--- src/design/cmsr_pkg.sv ---
// Constants shared by the converter mode and status register bank
`default_nettype none
package cmsr_pkg;
    localparam int          ADDR_W          = 8;
    localparam int          DATA_W          = 8;
    localparam int          NUM_FLAGS       = 3;
    // Register offsets
    localparam logic [7:0]  ALERT_MASK_ADDR = 8'h05;
    localparam logic [7:0]  MODE_CTRL_ADDR  = 8'h06;
    localparam logic [7:0]  STATUS_ADDR     = 8'h07;
    // Reset values
    localparam logic [7:0]  ALERT_MASK_RST  = 8'hE0;
    localparam logic [7:0]  MODE_CTRL_RST   = 8'h20;
    localparam logic [7:0]  STATUS_RST      = 8'h03;
    // Writable bits; everything else is reserved and reads zero
    localparam logic [7:0]  MODE_CTRL_WMASK = 8'hFA;
    localparam logic [7:0]  ALERT_MASK_WMASK = 8'hE0;
    // Mode control fields
    localparam int          OUTPUT_ON_BIT   = 7;
    localparam int          FREQ_DBL_BIT    = 6;
    localparam int          SHORT_RETRY_BIT = 5;
    localparam int          SHDN_DRAIN_BIT  = 4;
    localparam int          FORCED_DRAIN_BIT = 3;
    localparam int          LIGHT_LOAD_FORCED_PWM_BIT        = 1;
    // Status and mask fields: flags occupy the top three bits
    localparam int          FLAG_LSB        = 5;
    localparam int          SHORT_IDX       = 2;
    localparam int          OVERCUR_IDX     = 1;
    localparam int          OVERVOLT_IDX    = 0;
    localparam int          PHASE_LSB       = 0;
    // Conversion phase codes
    localparam logic [1:0]  PHASE_BOOST     = 2'h0;
    localparam logic [1:0]  PHASE_BUCK      = 2'h1;
    localparam logic [1:0]  PHASE_BB        = 2'h2;
    localparam logic [1:0]  PHASE_RSVD      = 2'h3;
endpackage : cmsr_pkg
`default_nettype wire

--- src/design/cmsr_core_if.sv ---
// Carrier between the register bank and its flag and drive submodules
`timescale 1ns/1ns
`default_nettype none
interface cmsr_core_if;
    logic [2:0] fault_cond;
    logic       flag_clr;
    logic [2:0] flags;
    logic [7:0] mode;
    logic [1:0] phase;
    modport top_mp (output fault_cond, output flag_clr, input flags,
                    output mode, output phase);
    modport flag_mp (input fault_cond, input flag_clr, output flags);
    modport drive_mp (input mode, input phase);
endinterface : cmsr_core_if
`default_nettype wire

--- src/design/cmsr_flag_bank.sv ---
// Sticky protection flags, cleared by a status read
`timescale 1ns/1ns
`default_nettype none
module cmsr_flag_bank #(
    parameter int N = cmsr_pkg::NUM_FLAGS
) (
    // Clock and control
    input  wire logic      clk_in,
    input  wire logic      sys_rst_in,
    input  wire logic      ce_in,
    // Core carrier
    cmsr_core_if.flag_mp   core
);
    logic [N-1:0] flag_r;
    logic [N-1:0] flag_nxt;

    genvar g;
    generate
        for (g = 0; g < N; g++) begin : g_flag
            // A condition seen in the clearing cycle keeps the flag set
            assign flag_nxt[g] = core.fault_cond[g] |
                                 (flag_r[g] & ~core.flag_clr); // see RULE10 see RULE16
        end
    endgenerate

    always_ff @(posedge clk_in) begin
        if (sys_rst_in) begin
            flag_r <= '0;
        end else if (ce_in) begin
            flag_r <= flag_nxt;
        end
    end

    assign core.flags = flag_r;
endmodule : cmsr_flag_bank
`default_nettype wire

--- src/design/cmsr_drive_ctrl.sv ---
// Registered control lines toward the power stage, derived from mode control
`timescale 1ns/1ns
`default_nettype none
module cmsr_drive_ctrl (
    // Clock and control
    input  wire logic      clk_in,
    input  wire logic      sys_rst_in,
    input  wire logic      ce_in,
    // Core carrier
    cmsr_core_if.drive_mp  core,
    // Power stage controls
    output logic           output_enable_out,
    output logic           freq_double_out,
    output logic           short_retry_en_out,
    output logic           drain_sink_on_out,
    output logic           light_load_light_load_forced_pwm_out
);
    wire out_on_w     = core.mode[cmsr_pkg::OUTPUT_ON_BIT];
    wire in_bb_w      = (core.phase == cmsr_pkg::PHASE_BB);
    wire dbl_nxt_w    = core.mode[cmsr_pkg::FREQ_DBL_BIT] & in_bb_w;  // see RULE2
    wire drain_nxt_w  = (core.mode[cmsr_pkg::SHDN_DRAIN_BIT] & ~out_on_w) // see RULE4
                      | core.mode[cmsr_pkg::FORCED_DRAIN_BIT];         // see RULE5

    always_ff @(posedge clk_in) begin
        if (sys_rst_in) begin
            output_enable_out   <= 1'b0;
            freq_double_out     <= 1'b0;
            short_retry_en_out  <= 1'b1;
            drain_sink_on_out   <= 1'b0;
            light_load_light_load_forced_pwm_out <= 1'b0;
        end else if (ce_in) begin
            output_enable_out   <= out_on_w;                              // see RULE1
            freq_double_out     <= dbl_nxt_w;
            short_retry_en_out  <= core.mode[cmsr_pkg::SHORT_RETRY_BIT];  // see RULE3
            drain_sink_on_out   <= drain_nxt_w;
            light_load_light_load_forced_pwm_out <= core.mode[cmsr_pkg::LIGHT_LOAD_FORCED_PWM_BIT];         // see RULE7
        end
    end
endmodule : cmsr_drive_ctrl
`default_nettype wire

--- src/design/cmsr_regs.sv ---
// Mode control, alert mask and fault/phase status registers of the converter
`timescale 1ns/1ns
`default_nettype none
// Overview of operation
// RULE1: Output stays off while mode bit 7 is 0 (reset); on when set.
// RULE2: Mode bit 6 set doubles switching frequency in buck-boost phase only.
// RULE3: Mode bit 5 resets to 1 and enables short-circuit retry while set.
// RULE4: Mode bit 4 with output off turns on the 100mA output drain sink.
// RULE5: Mode bit 3 forces the drain sink on regardless of shutdown.
// RULE6: Host keeps forced drain under 10ms when output exceeds 10V.
// RULE7: Mode bit 1 picks forced PWM (1) or pulse-frequency (0) at light load.
// RULE8: Alert pin goes low while any flag is set with its mask set.
// RULE9: Reading the status register clears the three protection flags.
// RULE10: Flags stay set until read; a persisting fault sets them again.
// RULE11: Status bit 7 is the short flag, reset 0.
// RULE12: Status bit 6 is the overcurrent flag, reset 0.
// RULE13: Status bit 5 is the overvoltage flag, reset 0.
// RULE14: Status bits 1-0 give phase: boost, buck, buck-boost; 11 after reset.
// RULE15: Alert masks sit in bits 7-5 of register 05h, reset 1, 1 enables.
// RULE16: Fault and phase inputs are synchronous; flag sets on any active cycle.
// RULE17: Reserved bits read 0 and ignore writes.
module cmsr_regs (
    // Clock, reset and enable
    input  wire logic        clk_in,
    input  wire logic        sys_rst_in,
    input  wire logic        ce_in,
    // Register access port
    input  wire logic [7:0]  reg_addr_in,
    input  wire logic        reg_wr_in,
    input  wire logic        reg_rd_in,
    input  wire logic [7:0]  reg_wdata_in,
    output logic      [7:0]  reg_rdata_out,
    output logic             reg_rvalid_out,
    // Conditions from the analog section
    input  wire logic        short_det_in,
    input  wire logic        overcurrent_det_in,
    input  wire logic        overvoltage_det_in,
    input  wire logic [1:0]  phase_in,
    // Power stage controls
    output logic             output_enable_out,
    output logic             freq_double_out,
    output logic             short_retry_en_out,
    output logic             drain_sink_on_out,
    output logic             light_load_light_load_forced_pwm_out,
    // Alert pin
    output logic             fault_alert_n_out
);
    cmsr_core_if core ();

    // Stored registers
    logic [7:0] mode_control_r;
    logic [7:0] mode_control_nxt;
    logic [7:0] alert_mask_r;
    logic [7:0] alert_mask_nxt;
    logic [1:0] phase_r;
    logic [7:0] rdata_r;
    logic [7:0] rdata_nxt;
    logic       rvalid_r;
    logic       alert_n_r;

    // Address decode
    wire sel_mask_w   = (reg_addr_in == cmsr_pkg::ALERT_MASK_ADDR);
    wire sel_mode_w   = (reg_addr_in == cmsr_pkg::MODE_CTRL_ADDR);
    wire sel_status_w = (reg_addr_in == cmsr_pkg::STATUS_ADDR);

    // A read takes priority if both strobes arrive together
    wire rd_go_w      = reg_rd_in;
    wire wr_go_w      = reg_wr_in & ~reg_rd_in;
    wire wr_mode_w    = wr_go_w & sel_mode_w;
    wire wr_mask_w    = wr_go_w & sel_mask_w;
    wire rd_status_w  = rd_go_w & sel_status_w;

    // Reserved bits are never stored, so they always read zero
    assign mode_control_nxt = wr_mode_w ? (reg_wdata_in & cmsr_pkg::MODE_CTRL_WMASK)
                                        : mode_control_r; // see RULE17
    assign alert_mask_nxt   = wr_mask_w ? (reg_wdata_in & cmsr_pkg::ALERT_MASK_WMASK)
                                        : alert_mask_r;   // see RULE15 see RULE17

    // Status word assembled from live flags and captured phase
    wire [2:0] flags_w = core.flags;
    wire [7:0] status_w = {flags_w, 3'h0, phase_r}; // see RULE11 see RULE12 see RULE13 see RULE14

    // Read data mux; unmapped addresses return zero
    assign rdata_nxt = sel_mode_w   ? mode_control_r :
                       sel_mask_w   ? alert_mask_r   :
                       sel_status_w ? status_w       : 8'h00;

    // Flag conditions, indexed to match the status bit order
    assign core.fault_cond[cmsr_pkg::SHORT_IDX]    = short_det_in;       // see RULE16
    assign core.fault_cond[cmsr_pkg::OVERCUR_IDX]  = overcurrent_det_in;
    assign core.fault_cond[cmsr_pkg::OVERVOLT_IDX] = overvoltage_det_in;
    // Clear only when the read is actually taken, so a frozen cycle loses nothing
    assign core.flag_clr = rd_status_w & ce_in; // see RULE9
    assign core.mode     = mode_control_r;
    assign core.phase    = phase_r;

    // Alert from flags gated by their masks
    wire [2:0] armed_w  = flags_w & alert_mask_r[cmsr_pkg::FLAG_LSB +: 3];
    wire       alert_nxt = ~(|armed_w); // see RULE8

    always_ff @(posedge clk_in) begin
        if (sys_rst_in) begin
            mode_control_r <= cmsr_pkg::MODE_CTRL_RST; // see RULE1 see RULE3
            alert_mask_r   <= cmsr_pkg::ALERT_MASK_RST;
        end else if (ce_in) begin
            mode_control_r <= mode_control_nxt;
            alert_mask_r   <= alert_mask_nxt;
        end
    end

    // Phase sampled every enabled cycle; reserved code until the first sample
    always_ff @(posedge clk_in) begin
        if (sys_rst_in) begin
            phase_r <= cmsr_pkg::STATUS_RST[1:0]; // see RULE14
        end else if (ce_in) begin
            phase_r <= phase_in;
        end
    end

    // Read data captured before the flags clear on the same edge
    always_ff @(posedge clk_in) begin
        if (sys_rst_in) begin
            rdata_r  <= 8'h00;
            rvalid_r <= 1'b0;
        end else if (ce_in) begin
            rvalid_r <= rd_go_w;
            if (rd_go_w) begin
                rdata_r <= rdata_nxt;
            end
        end
    end

    always_ff @(posedge clk_in) begin
        if (sys_rst_in) begin
            alert_n_r <= 1'b1;
        end else if (ce_in) begin
            alert_n_r <= alert_nxt;
        end
    end

    assign reg_rdata_out     = rdata_r;
    assign reg_rvalid_out    = rvalid_r;
    assign fault_alert_n_out = alert_n_r;

    cmsr_flag_bank #(
        .N (cmsr_pkg::NUM_FLAGS)
    ) u_flags (
        .clk_in     (clk_in),
        .sys_rst_in (sys_rst_in),
        .ce_in      (ce_in),
        .core       (core.flag_mp)
    );

    // Drain, frequency and enable lines; forced drain time is the host's duty
    cmsr_drive_ctrl u_drive (
        .clk_in              (clk_in),
        .sys_rst_in          (sys_rst_in),
        .ce_in               (ce_in),
        .core                (core.drive_mp),
        .output_enable_out   (output_enable_out),
        .freq_double_out     (freq_double_out),
        .short_retry_en_out  (short_retry_en_out),
        .drain_sink_on_out   (drain_sink_on_out),
        .light_load_light_load_forced_pwm_out (light_load_light_load_forced_pwm_out)
    );
endmodule : cmsr_regs
`default_nettype wire

--- config.mk ---
export PLATFORM = sky130hd
export DESIGN_NAME = cmsr_regs
export DESIGN_NICKNAME = d
export VERILOG_FILES = /design/src/design/cmsr_pkg.sv /design/src/design/cmsr_core_if.sv /design/src/design/cmsr_flag_bank.sv /design/src/design/cmsr_drive_ctrl.sv /design/src/design/cmsr_regs.sv
export SDC_FILE = /design/constraint.sdc
export NUM_CORES = 1
export LEC_CHECK = 0
export BUFFER_PORTS_ARGS = -buffer_cell sky130_fd_sc_hd__buf_2
export CAP_MARGIN = 20
export CORE_ASPECT_RATIO = 0.9
export CORE_UTILIZATION = 39
export DETAILED_ROUTE_END_ITERATION = 8
export PLACE_DENSITY_LB_ADDON = 0.08
export SLEW_MARGIN = 40
export SYNTH_ARGS = -nofsm -noshare
export SYNTH_HDL_FRONTEND = slang
export SYNTH_HIERARCHICAL = 1
export SYNTH_SLANG_ARGS = --single-unit
--- constraint.sdc ---
create_clock -name clk_in -period 1.1 [get_ports clk_in]
set_input_delay 0.11 -clock clk_in [delete_from_list [all_inputs] [get_ports clk_in]]
set_output_delay 0.11 -clock clk_in [all_outputs]
set_load 0.05 [all_outputs]
== Yosys cells after proc, flatten, opt, wreduce, memory -nomap -nowiden ==
Index checks and enable logic that the tools add are counted.

* Output and inout port bits: 15
* Flip-flop bits (word level): 29
* Logic and storage cells: 42

* Muxes and demuxes: 3
* Bitwise gates (word level): 19
* Equal/unequal tests: 4
* Reduce and logical (&&, ||, !) cells: 4

{| class="wikitable"
|+ Operators with widths
! operator !! number
|-
| 8-bit by 3-bit == test with 1-bit output (second input constant) || 3
|-
| 8-bit two-way mux || 3
|-
| 1-bit AND || 10
|-
| 2-bit AND reduction || 3
|-
| 1-bit NOT || 4
|-
| 1-bit OR || 4
|-
| 3-bit AND || 1
|-
| 3-bit OR reduction || 1
|-
| 2-bit == test (second input constant) || 1
|}

== Longest topological paths before layout ==
Gate-level depths: netlist (run 1).

* Depth in word-level cells: 6
* Depth in mapped cells: 5
* Mapped depth without buffers: 5

== Hierarchy ==
Netlist (run 1), hierarchy kept.

{| class="wikitable"
|+ Modules (own cells, without submodules)
! module !! times used !! area an instance (um^2) !! cells an instance
|-
| cmsr_regs || 1 || 975.9 || 104
|-
| cmsr_drive_ctrl || 1 || 205.2 || 19
|-
| cmsr_flag_bank || 1 || 116.4 || 12
|}

== Least setup slack after synthesis (run 1) ==
OpenSTA, ideal clock, no wires.

* Path type: input-to-reg
* From: in reg_addr_in[7]
* To: reg mode_control_r[5] (netlist: core.mode[5])
* Stages: 4
* Data required time: 1028 ps
* Arrival time: 1038 ps
* Buffers on the path: 1
* Slack: -9 ps
* Cell sequence: nor4b_4 > and4_1 > buf_6 > mux2i_1

* Longest elaborated chain between the ends: 3

{| class="wikitable"
|+ RTL lines
! element !! line !! RTL
|-
| from (decl) || cmsr_regs.sv:28 || <nowiki>input wire logic [7:0] reg_addr_in,</nowiki>
|-
| 8-bit by 3-bit == test with 1-bit output || cmsr_regs.sv:63 || <nowiki>wire sel_mode_w = (reg_addr_in == cmsr_pkg::MODE_CTRL_ADDR);</nowiki>
|-
| 1-bit AND || cmsr_regs.sv:69 || <nowiki>wire wr_mode_w = wr_go_w & sel_mode_w;</nowiki>
|-
| 2-bit AND reduction (no source line) || n/a ||
|-
| to (signal assigned) || cmsr_regs.sv:103 || <nowiki>mode_control_r <= cmsr_pkg::MODE_CTRL_RST;</nowiki>
|-
| to (signal assigned) || cmsr_regs.sv:106 || <nowiki>mode_control_r <= mode_control_nxt;</nowiki>
|-
| to (decl) || cmsr_regs.sv:51 || <nowiki>logic [7:0] mode_control_r;</nowiki>
|}

No other way between the ends.
A chain may end at the register's enable or synchronous reset.

== Worst setup path in the final report (run 1) ==
* From: reg u_drive.drain_sink_on_out
* To: out drain_sink_on_out

{| class="wikitable"
|+ RTL lines
! element !! line !! RTL
|-
| from (decl) || cmsr_drive_ctrl.sv:15 || <nowiki>output logic drain_sink_on_out,</nowiki>
|-
| from (signal assigned) || cmsr_drive_ctrl.sv:35 || <nowiki>drain_sink_on_out <= drain_nxt_w;</nowiki>
|-
| to (decl) || cmsr_regs.sv:43 || <nowiki>output logic drain_sink_on_out,</nowiki>
|}

No word-level cell between the ends.

==> flow_summary.ini, run 1 <==
[run_status]
status = complete, no violations

[clocking]
cts_tree = yes
clockBufferDepth = 2
clock-sinks = 28
clk_latency_ps = 280
cts.repair.resized = 0
cts_buffers = 3
post_cts_buffers = 0
htreeDepth = 1
path_clk_slew_ps = 100
cts_hold_buf = 0
cts_root_buffer = clkbuf_8

[synthesis]
synthFlopType = dfxtp_1
synth_edf_count = 0
ys_seq_area_share_pct = 43.2
synth_warnings = 6
synth_top_area_share_pct = 43.2
synth.avg_cell_area_um2 = 9.61
yosys-top-cells-area = dfxtp_1 43%, mux2i_1 9.3%, nand2b_1 6.3%, a21oi_1 3.5%, nor2_1 3.2%
yosys.area.top_type = dfxtp_1
synth_common_cells = 28 x dfxtp_1, 13 x nand2b_1, 12 x mux2i_1
synth_nets = 161
synth-seq-cells = 28
syn_area_um2 = 1300
syn-instance-count = 135
async_flop_share_pct = 0
ys_types = 30
yosysMostFrequentCell = dfxtp_1

[layout]
stdcell_count = 221
utilization_pct = 52.7
seq_area_um2 = 561
multiInputGateArea_um2 = 678
drive_gt1_share_pct = 33.0
nets = 206
fillers = 306
diodes = 0
syn2layout_area_growth_pct = 26.5

[power_and_ir_drop]
power_density_nw_per_um2 = 1300
ir_drop_v = 0.000861
p_leak_nw = 0.723

[sta]
rsz0062_at_grt = no
setup_violations = 0
finalCritPeriodShare_pct = 91.2
hold_viol_final = 0
slew_viol_final = 0
max_freq_mhz = 997
min_period_ps = 1000
fin_hold_ws_ps = 34.7
fin_skew_ps = 7.23

[min_path]
worstHoldEndpoint = core.phase[0]$_SDFFE_PP1P_
whs_path_depth = 2
min_from = phase_in[0]
hp-class = in -> reg

[floorplan]
initial_core_util_pct = 41.7
ios = 41
coreArea_um2 = 3110
rows = 19
fp.dieArea_um2 = 3560
die_h_um = 56.7
die_x_um = 62.8

[drt]
num_vias = 1116
drt_first_pass_iters = 4
ant_nets = 0
first_iter_violations = 37
drt_wl_total_um = 2940
wire_per_inst_um = 13.3
drc = 0
via_per_inst = 5.05

[grt]
grtUsageTotal_pct = 17.8
grt_pass1_vias = 1050
grt_start_max_net_pins = 22
grt_pass1_wl_um = 4880
gr-total-overflow = 0
antenna_found_initial = 0

[place]
gp_congestion = 0.793
port_buffers = 37
dp_hpwl_um = 2270
dp.cells = 217

[critical_path]
reg2reg_depth = 3
ff2ff_setup_slack_ps = 120
end_kind = output port
r2r-start = u_flags/core.flags[1]$_SDFFE_PP0P_
slowest_stage = dfxtp_1
startpoint_type = register
critPathRequiredTime_ps = 990
worst_r2r_endpoint = reg_rdata_out[6]$_SDFFE_PP0P_
critPathTopFamily = flip-flops
crit_type = reg -> out
cpPeakStageDelay_ps = 350
critical_path_buf_inv_count = 1
crit_chain = buf_2
arrival_ps = 890
critPathMaxFanout = 2

[job]
cap_violations = 0
-- flip-flops by register name, summed over array words and instances, names as in the netlist --
name / count
u_drive/output_enable_out: 1
u_flags/core.flags: 3
alert_mask_r: 3
reg_rdata_out: 7
fault_alert_n_out: 1
u_drive/drain_sink_on_out: 1
u_drive/light_load_light_load_forced_pwm_out: 1
core.mode: 6
core.phase: 2
u_drive/short_retry_en_out: 1
reg_rvalid_out: 1
u_drive/freq_double_out: 1
-- cell usage in the layout (no fill, tap or decap), types with 4 or more instances in the layout --
cell and instances:
a21oi_1 9, nand4_1 4, buf_4 12, a211o_1 4, buf_2 37, nor2b_1 6
nand2_1 8, mux2i_1 12, nor2_1 11, dfxtp_1 28, nand2b_1 13
-- cell families (layout without fill, tap and decap cells) --
family          after synthesis  count (layout)  share of synthesized area, %
mux                          15              15                          11.9
flops                        28              28                          43.2
compound gates               24              24                          13.3
buf+inv                      10              54                          4.53
simple gates                 57              57                          26.8
other cells                   1               1                         0.289
-- area by class of cell --
class,instances,area share (%)
clock buffers,3,2.52
multi-input cells,97,41.3
flip-flops and latches,28,34.1
well taps,42,3.20
repair buffers,49,16.8
inverters,1,0.229
clock inverters,1,1.83
-- per-stage QoR --
step           setup TNS, ps  setup slack, ps  area, um2  total power, mW
3_5_place_dp           -1780             -202       1570             1.34
5_1_grt                    0             17.5       1640             2.23
3_3_place_gp           -1680             -191       1570             1.33
4_1_cts                    0             85.0       1640             2.15
6_report                   0             97.3       1640             2.13
2_1_floorplan          -28.9            -4.83       1300             1.23
-- metal layers --
| metal | routed length, um | global-route usage (%) | share of wire [%] | vias to the layer above |
|---|---|---|---|---|
| li1 | - | - | - | 564 |
| met1 | 1370 | 22.7 | 47 | 512 |
| met2 | 1400 | 30.3 | 48 | 36 |
| met3 | 130 | 3.66 | 4.4 | 4 |
| met4 | 31 | 4.98 | 1.1 | 0 |
| met5 | 0 | 0 | 0 | - |
-- power by group --
part	leakage [nW]	total, mW	internal (mW)	switching (mW)
clock	0.0357	0.813	0.487	0.326
sequential	0.228	1.05	1.03	0.0145
combinational	0.459	0.264	0.120	0.144
total	0.723	2.13	1.64	0.484
-- how the worst max path moves through the flow --
stage	from	end	slack, ps	cells past startpoint
final	u_drive/drain_sink_on_out$_SDFFE_PP0P_	drain_sink_on_out	100	1
after global routing	u_flags/core.flags[1]$_SDFFE_PP0P_	reg_rdata_out[6]$_SDFFE_PP0P_	20	3
after CTS	u_drive/drain_sink_on_out$_SDFFE_PP0P_	drain_sink_on_out	80	1
after detailed placement	reg_addr_in[3]	alert_mask_r[6]$_SDFFE_PP1P_	-200	5
after global placement	reg_addr_in[3]	alert_mask_r[6]$_SDFFE_PP1P_	-190	5
after floorplan	reg_addr_in[3]	core.mode[5]$_SDFFE_PP1P_	-5	4
Power figures use the tool's default switching activity.
==> inputs of run 2 (changes only) <==
--- a/config.mk
+++ b/config.mk
@@ -8,7 +8,7 @@
 export BUFFER_PORTS_ARGS = -buffer_cell sky130_fd_sc_hd__buf_2
 export CAP_MARGIN = 20
 export CORE_ASPECT_RATIO = 0.9
-export CORE_UTILIZATION = 39
+export CORE_UTILIZATION = 45
 export DETAILED_ROUTE_END_ITERATION = 8
 export PLACE_DENSITY_LB_ADDON = 0.08
 export SLEW_MARGIN = 40
==> run 2 against run 1 <==
  * Clock power shrank 38%
  * Core utilization grew 6.9 points
  * Sequential cell count is the same
  * Non-clock buffer count grew 1
  * Highest routed layer unchanged
  * Final area shrank 0.15%
  * Routed wire length shrank 5.2%
  * Sequential share of layout area grew 0.052 points
==> flow_summary.ini, run 2 (same netlist as run 1, synthesis figures left out) <==
[layout]
syn2layout_area_growth_pct = 26.3
diodes = 0
stdcell_count = 220
final_area_um2 = 1640
layout_common_cells = 28 x dfxtp_1, 28 x buf_2, 13 x nand2b_1
largest_reg_flops = 7
drive_gt1_share_pct = 32.2
nets = 207
utilization_pct = 59.7

[clocking]
clock-sinks = 28
cts_root_buffer = clkbuf_4
htreeDepth = 1
cts_tree = yes
clockBufferDepth = 2
clk_latency_ps = 330
path_clk_slew_ps = 150
cts_buffers = 3

[floorplan]
rows = 18
initial_core_util_pct = 47.2
die_x_um = 58.6
coreArea_um2 = 2750
die_h_um = 52.9
fp.dieArea_um2 = 3100
ios = 41

[sta]
fin_skew_ps = 5.35
rsz0062_at_grt = no
slew_viol_final = 0
min_period_ps = 1060
max_freq_mhz = 942
postLayoutSetupSlackWorst_ps = 38.6
setup_violations = 0
finalCritPeriodShare_pct = 96.5
hold_viol_final = 0

[critical_path]
startpoint_type = register
critPathMaxFanout = 2
end_kind = output port
crit_type = reg -> out
critPathRequiredTime_ps = 990
critPathTopFamily = flip-flops
ff2ff_setup_slack_ps = 130
critical_path_buf_inv_count = 1
slowest_stage = dfxtp_1
cpPeakStageDelay_ps = 360
crit_chain = buf_2
arrival_ps = 950

[place]
dp_hpwl_um = 2140
port_buffers = 37
dp.cells = 214
gp_congestion = 0.863
placed_cell_area_um2 = 1560
pre_cts_ws_ps = -199

[drt]
num_vias = 1122
drt_wl_total_um = 2780
drc = 0
via_per_inst = 5.10
wire_per_inst_um = 12.7
drt_first_pass_iters = 4
first_iter_violations = 14
ant_nets = 0

[grt]
grt_pass1_wl_um = 4280
grt_pass1_vias = 962
grt_start_max_net_pins = 22
grtUsageTotal_pct = 18.9
gr-total-overflow = 0
antenna_found_initial = 0

[power_and_ir_drop]
sequentialPowerShare_pct = 57.5
ir_drop_v = 0.000573
p_comb_share_pct = 14.8
sw_frac_of_total_pct = 25.2
intPower_mw = 1.37
power.share.clock_pct = 27.7
power_density_nw_per_um2 = 1110
p_sw_mw = 0.461
p_leak_nw = 0.705
fin_total_pwr_mw = 1.83

[job]
cap_violations = 0

[min_path]
hp-class = in -> reg

[run_status]
status = complete, no violations
run 2: cell types whose count changed in the layout (fill, tap and decap cells not counted):
cell	delta
bufinv_16	-1
clkbuf_4	+12
dlygate4sd3_1	+2
clkbuf_8	-2
buf_4	-1
buf_2	-9
run 2: cell type report:
| class | count | area, um2 |
|---|---|---|
| fillers | 279 | 1110 |
| well taps | 40 | 50.0 |
| multi-input cells | 97 | 678 |
| flip-flops and latches | 28 | 561 |
| clock buffers | 4 | 36.3 |
| inverters | 1 | 3.75 |
| repair buffers | 50 | 310 |
run 2: power groups by stage:
stage          clock network (mW)  registers (mW)  logic, mW
2_1_floorplan                   0            1.10      0.134
3_3_place_gp                    0            1.07      0.259
5_1_grt                     0.561            1.05      0.294
3_5_place_dp                    0            1.07      0.262
4_1_cts                     0.524            1.05      0.268
6_report                    0.506            1.05      0.271
run 2: worst paths after layout:
kind	startpoint	to	cells after the start
min reg2reg	reg_rdata_out[0]$_SDFFE_PP0P_	reg_rdata_out[0]$_SDFFE_PP0P_	2
max	reg_rdata_out[5]$_SDFFE_PP0P_	reg_rdata_out[5]	1
min	overcurrent_det_in	u_flags/core.flags[1]$_SDFFE_PP0P_	3
max reg2reg	u_flags/core.flags[0]$_SDFFE_PP0P_	reg_rdata_out[5]$_SDFFE_PP0P_	3
run 2: timing repair:
action                                  4_1_cts  5_1_grt
endpoints found under the setup margin        0        9
setup buffers                                 0        0
resized for setup                             0        9
endpoints found under the hold margin         2        0
hold buffers                                  2        0
run 2: routing by layer:
layer / track usage (%) / part of all wire [%] / vias to the layer above
met5: 0 / 0 / -
li1: - / - / 567
met3: 5.13 / 4.8 / 4
met4: 4.76 / 1.1 / 0
met1: 23.5 / 47 / 519
met2: 32.6 / 47 / 32
run 2: metrics by stage:
stage | setup TNS, ps | hold slack, ps
6_report | 0 | 21.2
5_1_grt | 0 | 0.0981
4_1_cts | 0 | 9.86
3_5_place_dp | -1990 | 322
3_3_place_gp | -1730 | 313
2_1_floorplan | -28.9 | 178
==> inputs of run 3 (changes only) <==
--- a/config.mk
+++ b/config.mk
@@ -5,10 +5,11 @@
 export SDC_FILE = /design/constraint.sdc
 export NUM_CORES = 1
 export LEC_CHECK = 0
+export ABC_AREA = 1
 export BUFFER_PORTS_ARGS = -buffer_cell sky130_fd_sc_hd__buf_2
 export CAP_MARGIN = 20
 export CORE_ASPECT_RATIO = 0.9
-export CORE_UTILIZATION = 45
+export CORE_UTILIZATION = 44
 export DETAILED_ROUTE_END_ITERATION = 8
 export PLACE_DENSITY_LB_ADDON = 0.08
 export SLEW_MARGIN = 40
==> run 3 against run 2 <==
  * Synthesized area is 2.8% lower
  * Synthesized cell count is 32% higher
  * Count of clock-buffer cells in the layout stayed put
  * Clock skew is 3.2 ps lower
  * Routed wire length is 4.7% higher
  * Critical path type unchanged
  * Core utilization is 1.0 points higher
  * Combinational power is 14% higher
  * Sequential cell count stayed put
  * Via count is 15% higher
  * Die area is 0.56% lower
  * Worst setup slack better by 13 ps
==> flow_summary.ini, run 3 <==
[drt]
first_iter_violations = 38
num_vias = 1294
via_per_inst = 4.77
drc = 0
wire_per_inst_um = 10.7
drt_wl_total_um = 2910
drt_first_pass_iters = 4
ant_nets = 0

[power_and_ir_drop]
power_density_nw_per_um2 = 1130
p_sw_mw = 0.496
sw_frac_of_total_pct = 26.6
fin_total_pwr_mw = 1.86
sequentialPowerShare_pct = 57.1
p_comb_share_pct = 16.6
ir_drop_v = 0.000945
p_leak_nw = 0.832
power.share.clock_pct = 26.3
intPower_mw = 1.37

[clocking]
path_clk_slew_ps = 140
cts_root_buffer = clkbuf_4
cts_tree = yes
htreeDepth = 1
cts_buffers = 3
clk_latency_ps = 320
post_cts_buffers = 0
clockBufferDepth = 2
clock-sinks = 28

[synthesis]
synthFlopType = dfxtp_1
synth.avg_cell_area_um2 = 7.09
synth_top_area_share_pct = 44.4
synth_top_family_by_area = simple AND/OR/NAND/NOR gates
synth_edf_count = 0
synth_common_cells = 44 x nand2_1, 28 x dfxtp_1, 26 x inv_1
synth_mux_area_share_pct = 0
yosysMostFrequentCell = nand2_1
synth_warnings = 6
synth_nets = 204
syn-instance-count = 178
synth-seq-cells = 28
synth_compound_area_share_pct = 15.3
ys_types = 24
synthXorXnorAreaFrac_pct = 0
async_flop_share_pct = 0
yosys.area.top_type = dfxtp_1
syn_area_um2 = 1260
ys_seq_area_share_pct = 44.4
yosys-top-cells-area = dfxtp_1 44%, nand2_1 13%, a21oi_1 7.9%, nand3_1 7.9%, inv_1 7.7%
synthSimpleGateAreaFrac_pct = 28.9
yosys.area_share.adder_pct = 0

[critical_path]
critPathRequiredTime_ps = 990
critPathTopFamily = flip-flops
arrival_ps = 940
critical_path_buf_inv_count = 1
ff2ff_setup_slack_ps = 240
critPathMaxFanout = 2
cpPeakStageDelay_ps = 350
end_kind = output port
startpoint_type = register
crit_type = reg -> out
crit_chain = buf_2
slowest_stage = dfxtp_1

[floorplan]
initial_core_util_pct = 46.3
die_h_um = 52.8
die_x_um = 58.4
fp.dieArea_um2 = 3080
ios = 41
coreArea_um2 = 2730
rows = 18

[grt]
grt-busiest-layer = met2
antenna_found_initial = 0
use_met1_pct = 25.1
grt_util_met2_pct = 37.9
grt_pass1_vias = 1113
gr-total-overflow = 0
grtUsageTotal_pct = 21.1
grt_pass1_wl_um = 4860
use_met3_pct = 4.69
grt_start_max_net_pins = 16

[place]
port_buffers = 37
gp_congestion = 0.851
placed_cell_area_um2 = 1570
dp_hpwl_um = 2280

[layout]
nets = 258
drive_gt1_share_pct = 28.1
layout_common_cells = 44 x nand2_1, 28 x dfxtp_1, 28 x buf_2
final_area_um2 = 1650
syn2layout_area_growth_pct = 31.1
largest_reg_flops = 7
diodes = 0
final_common_cell = nand2_1

[job]
cap_violations = 0

[sta]
fin_skew_ps = 2.10
setup_violations = 0
max_freq_mhz = 954
min_period_ps = 1050
slew_viol_final = 0
finalCritPeriodShare_pct = 95.3
rsz0062_at_grt = no
hold_viol_final = 0

[run_status]
status = complete, no violations

[min_path]
hp-class = in -> reg
[run 3: repair_timing]
| item | in CTS | in global routing |
|---|---|---|
| hold buffers | 2 | 0 |
| setup endpoints to repair | 0 | 9 |
| endpoints found under the hold margin | 2 | 0 |
| resized for setup | 0 | 9 |
[run 3: power by group through the flow]
stage	clock network (mW)	logic (mW)	registers, mW
after CTS	0.516	0.304	1.06
after floorplan	0	0.111	1.15
after detailed placement	0	0.297	1.09
after global routing	0.557	0.340	1.07
after global placement	0	0.291	1.09
final	0.489	0.309	1.06
[run 3: worst register-to-register path, delay by kind of cell, from the launching register on]
| kind | cells | cell delay (ps) |
|---|---|---|
| and+or+nand+nor | 3 | 180 |
| DFF | 1 | 400 |
| AOI/OAI and AO/OA | 1 | 110 |
| buffers and inverters | 2 | 110 |
[run 3: cell type report]
type / instances / area [um2]
inverters: 28 / 105
well taps: 40 / 50.0
fillers: 275 / 1070
repair buffers: 54 / 340
flip-flops and latches: 28 / 561
clock buffers: 4 / 36.3
multi-input cells: 117 / 561
[run 3: metal layers]
metal  wire, um  vias up
met3        139        6
met4         42        0
met1       1280      577
met5          0        -
li1           -      678
met2       1450       33
[run 3: final timing paths]
kind	start	to	depth (start not counted)
worst min register to register	u_drive/output_enable_out$_SDFFE_PP0P_	u_drive/output_enable_out$_SDFFE_PP0P_	2
worst max register to register	core.mode[7]$_SDFFE_PP0P_	reg_rdata_out[7]$_SDFFE_PP0P_	6
worst min-delay path	overvoltage_det_in	u_flags/core.flags[0]$_SDFFE_PP0P_	3
worst max-delay path	reg_rdata_out[6]$_SDFFE_PP0P_	reg_rdata_out[6]	1
[run 3: metrics by stage]
step	worst slack (ps)	util, %	std cells	hold slack (ps)	setup TNS (ps)
2_1_floorplan	102	-	178	172	0
3_3_place_gp	-77.6	57.8	265	330	-590
3_5_place_dp	-142	57.8	265	331	-1570
4_1_cts	32.1	59.8	271	5.23	0
5_1_grt	2.56	60.7	271	2.44	0
6_report	51.8	60.7	271	19.4	0
[run 3: kinds of logic after synthesis]
logic type | count (synthesis)
flops | 28
simple gates | 81
other cells | 1
buf+inv | 33
compound gates | 35
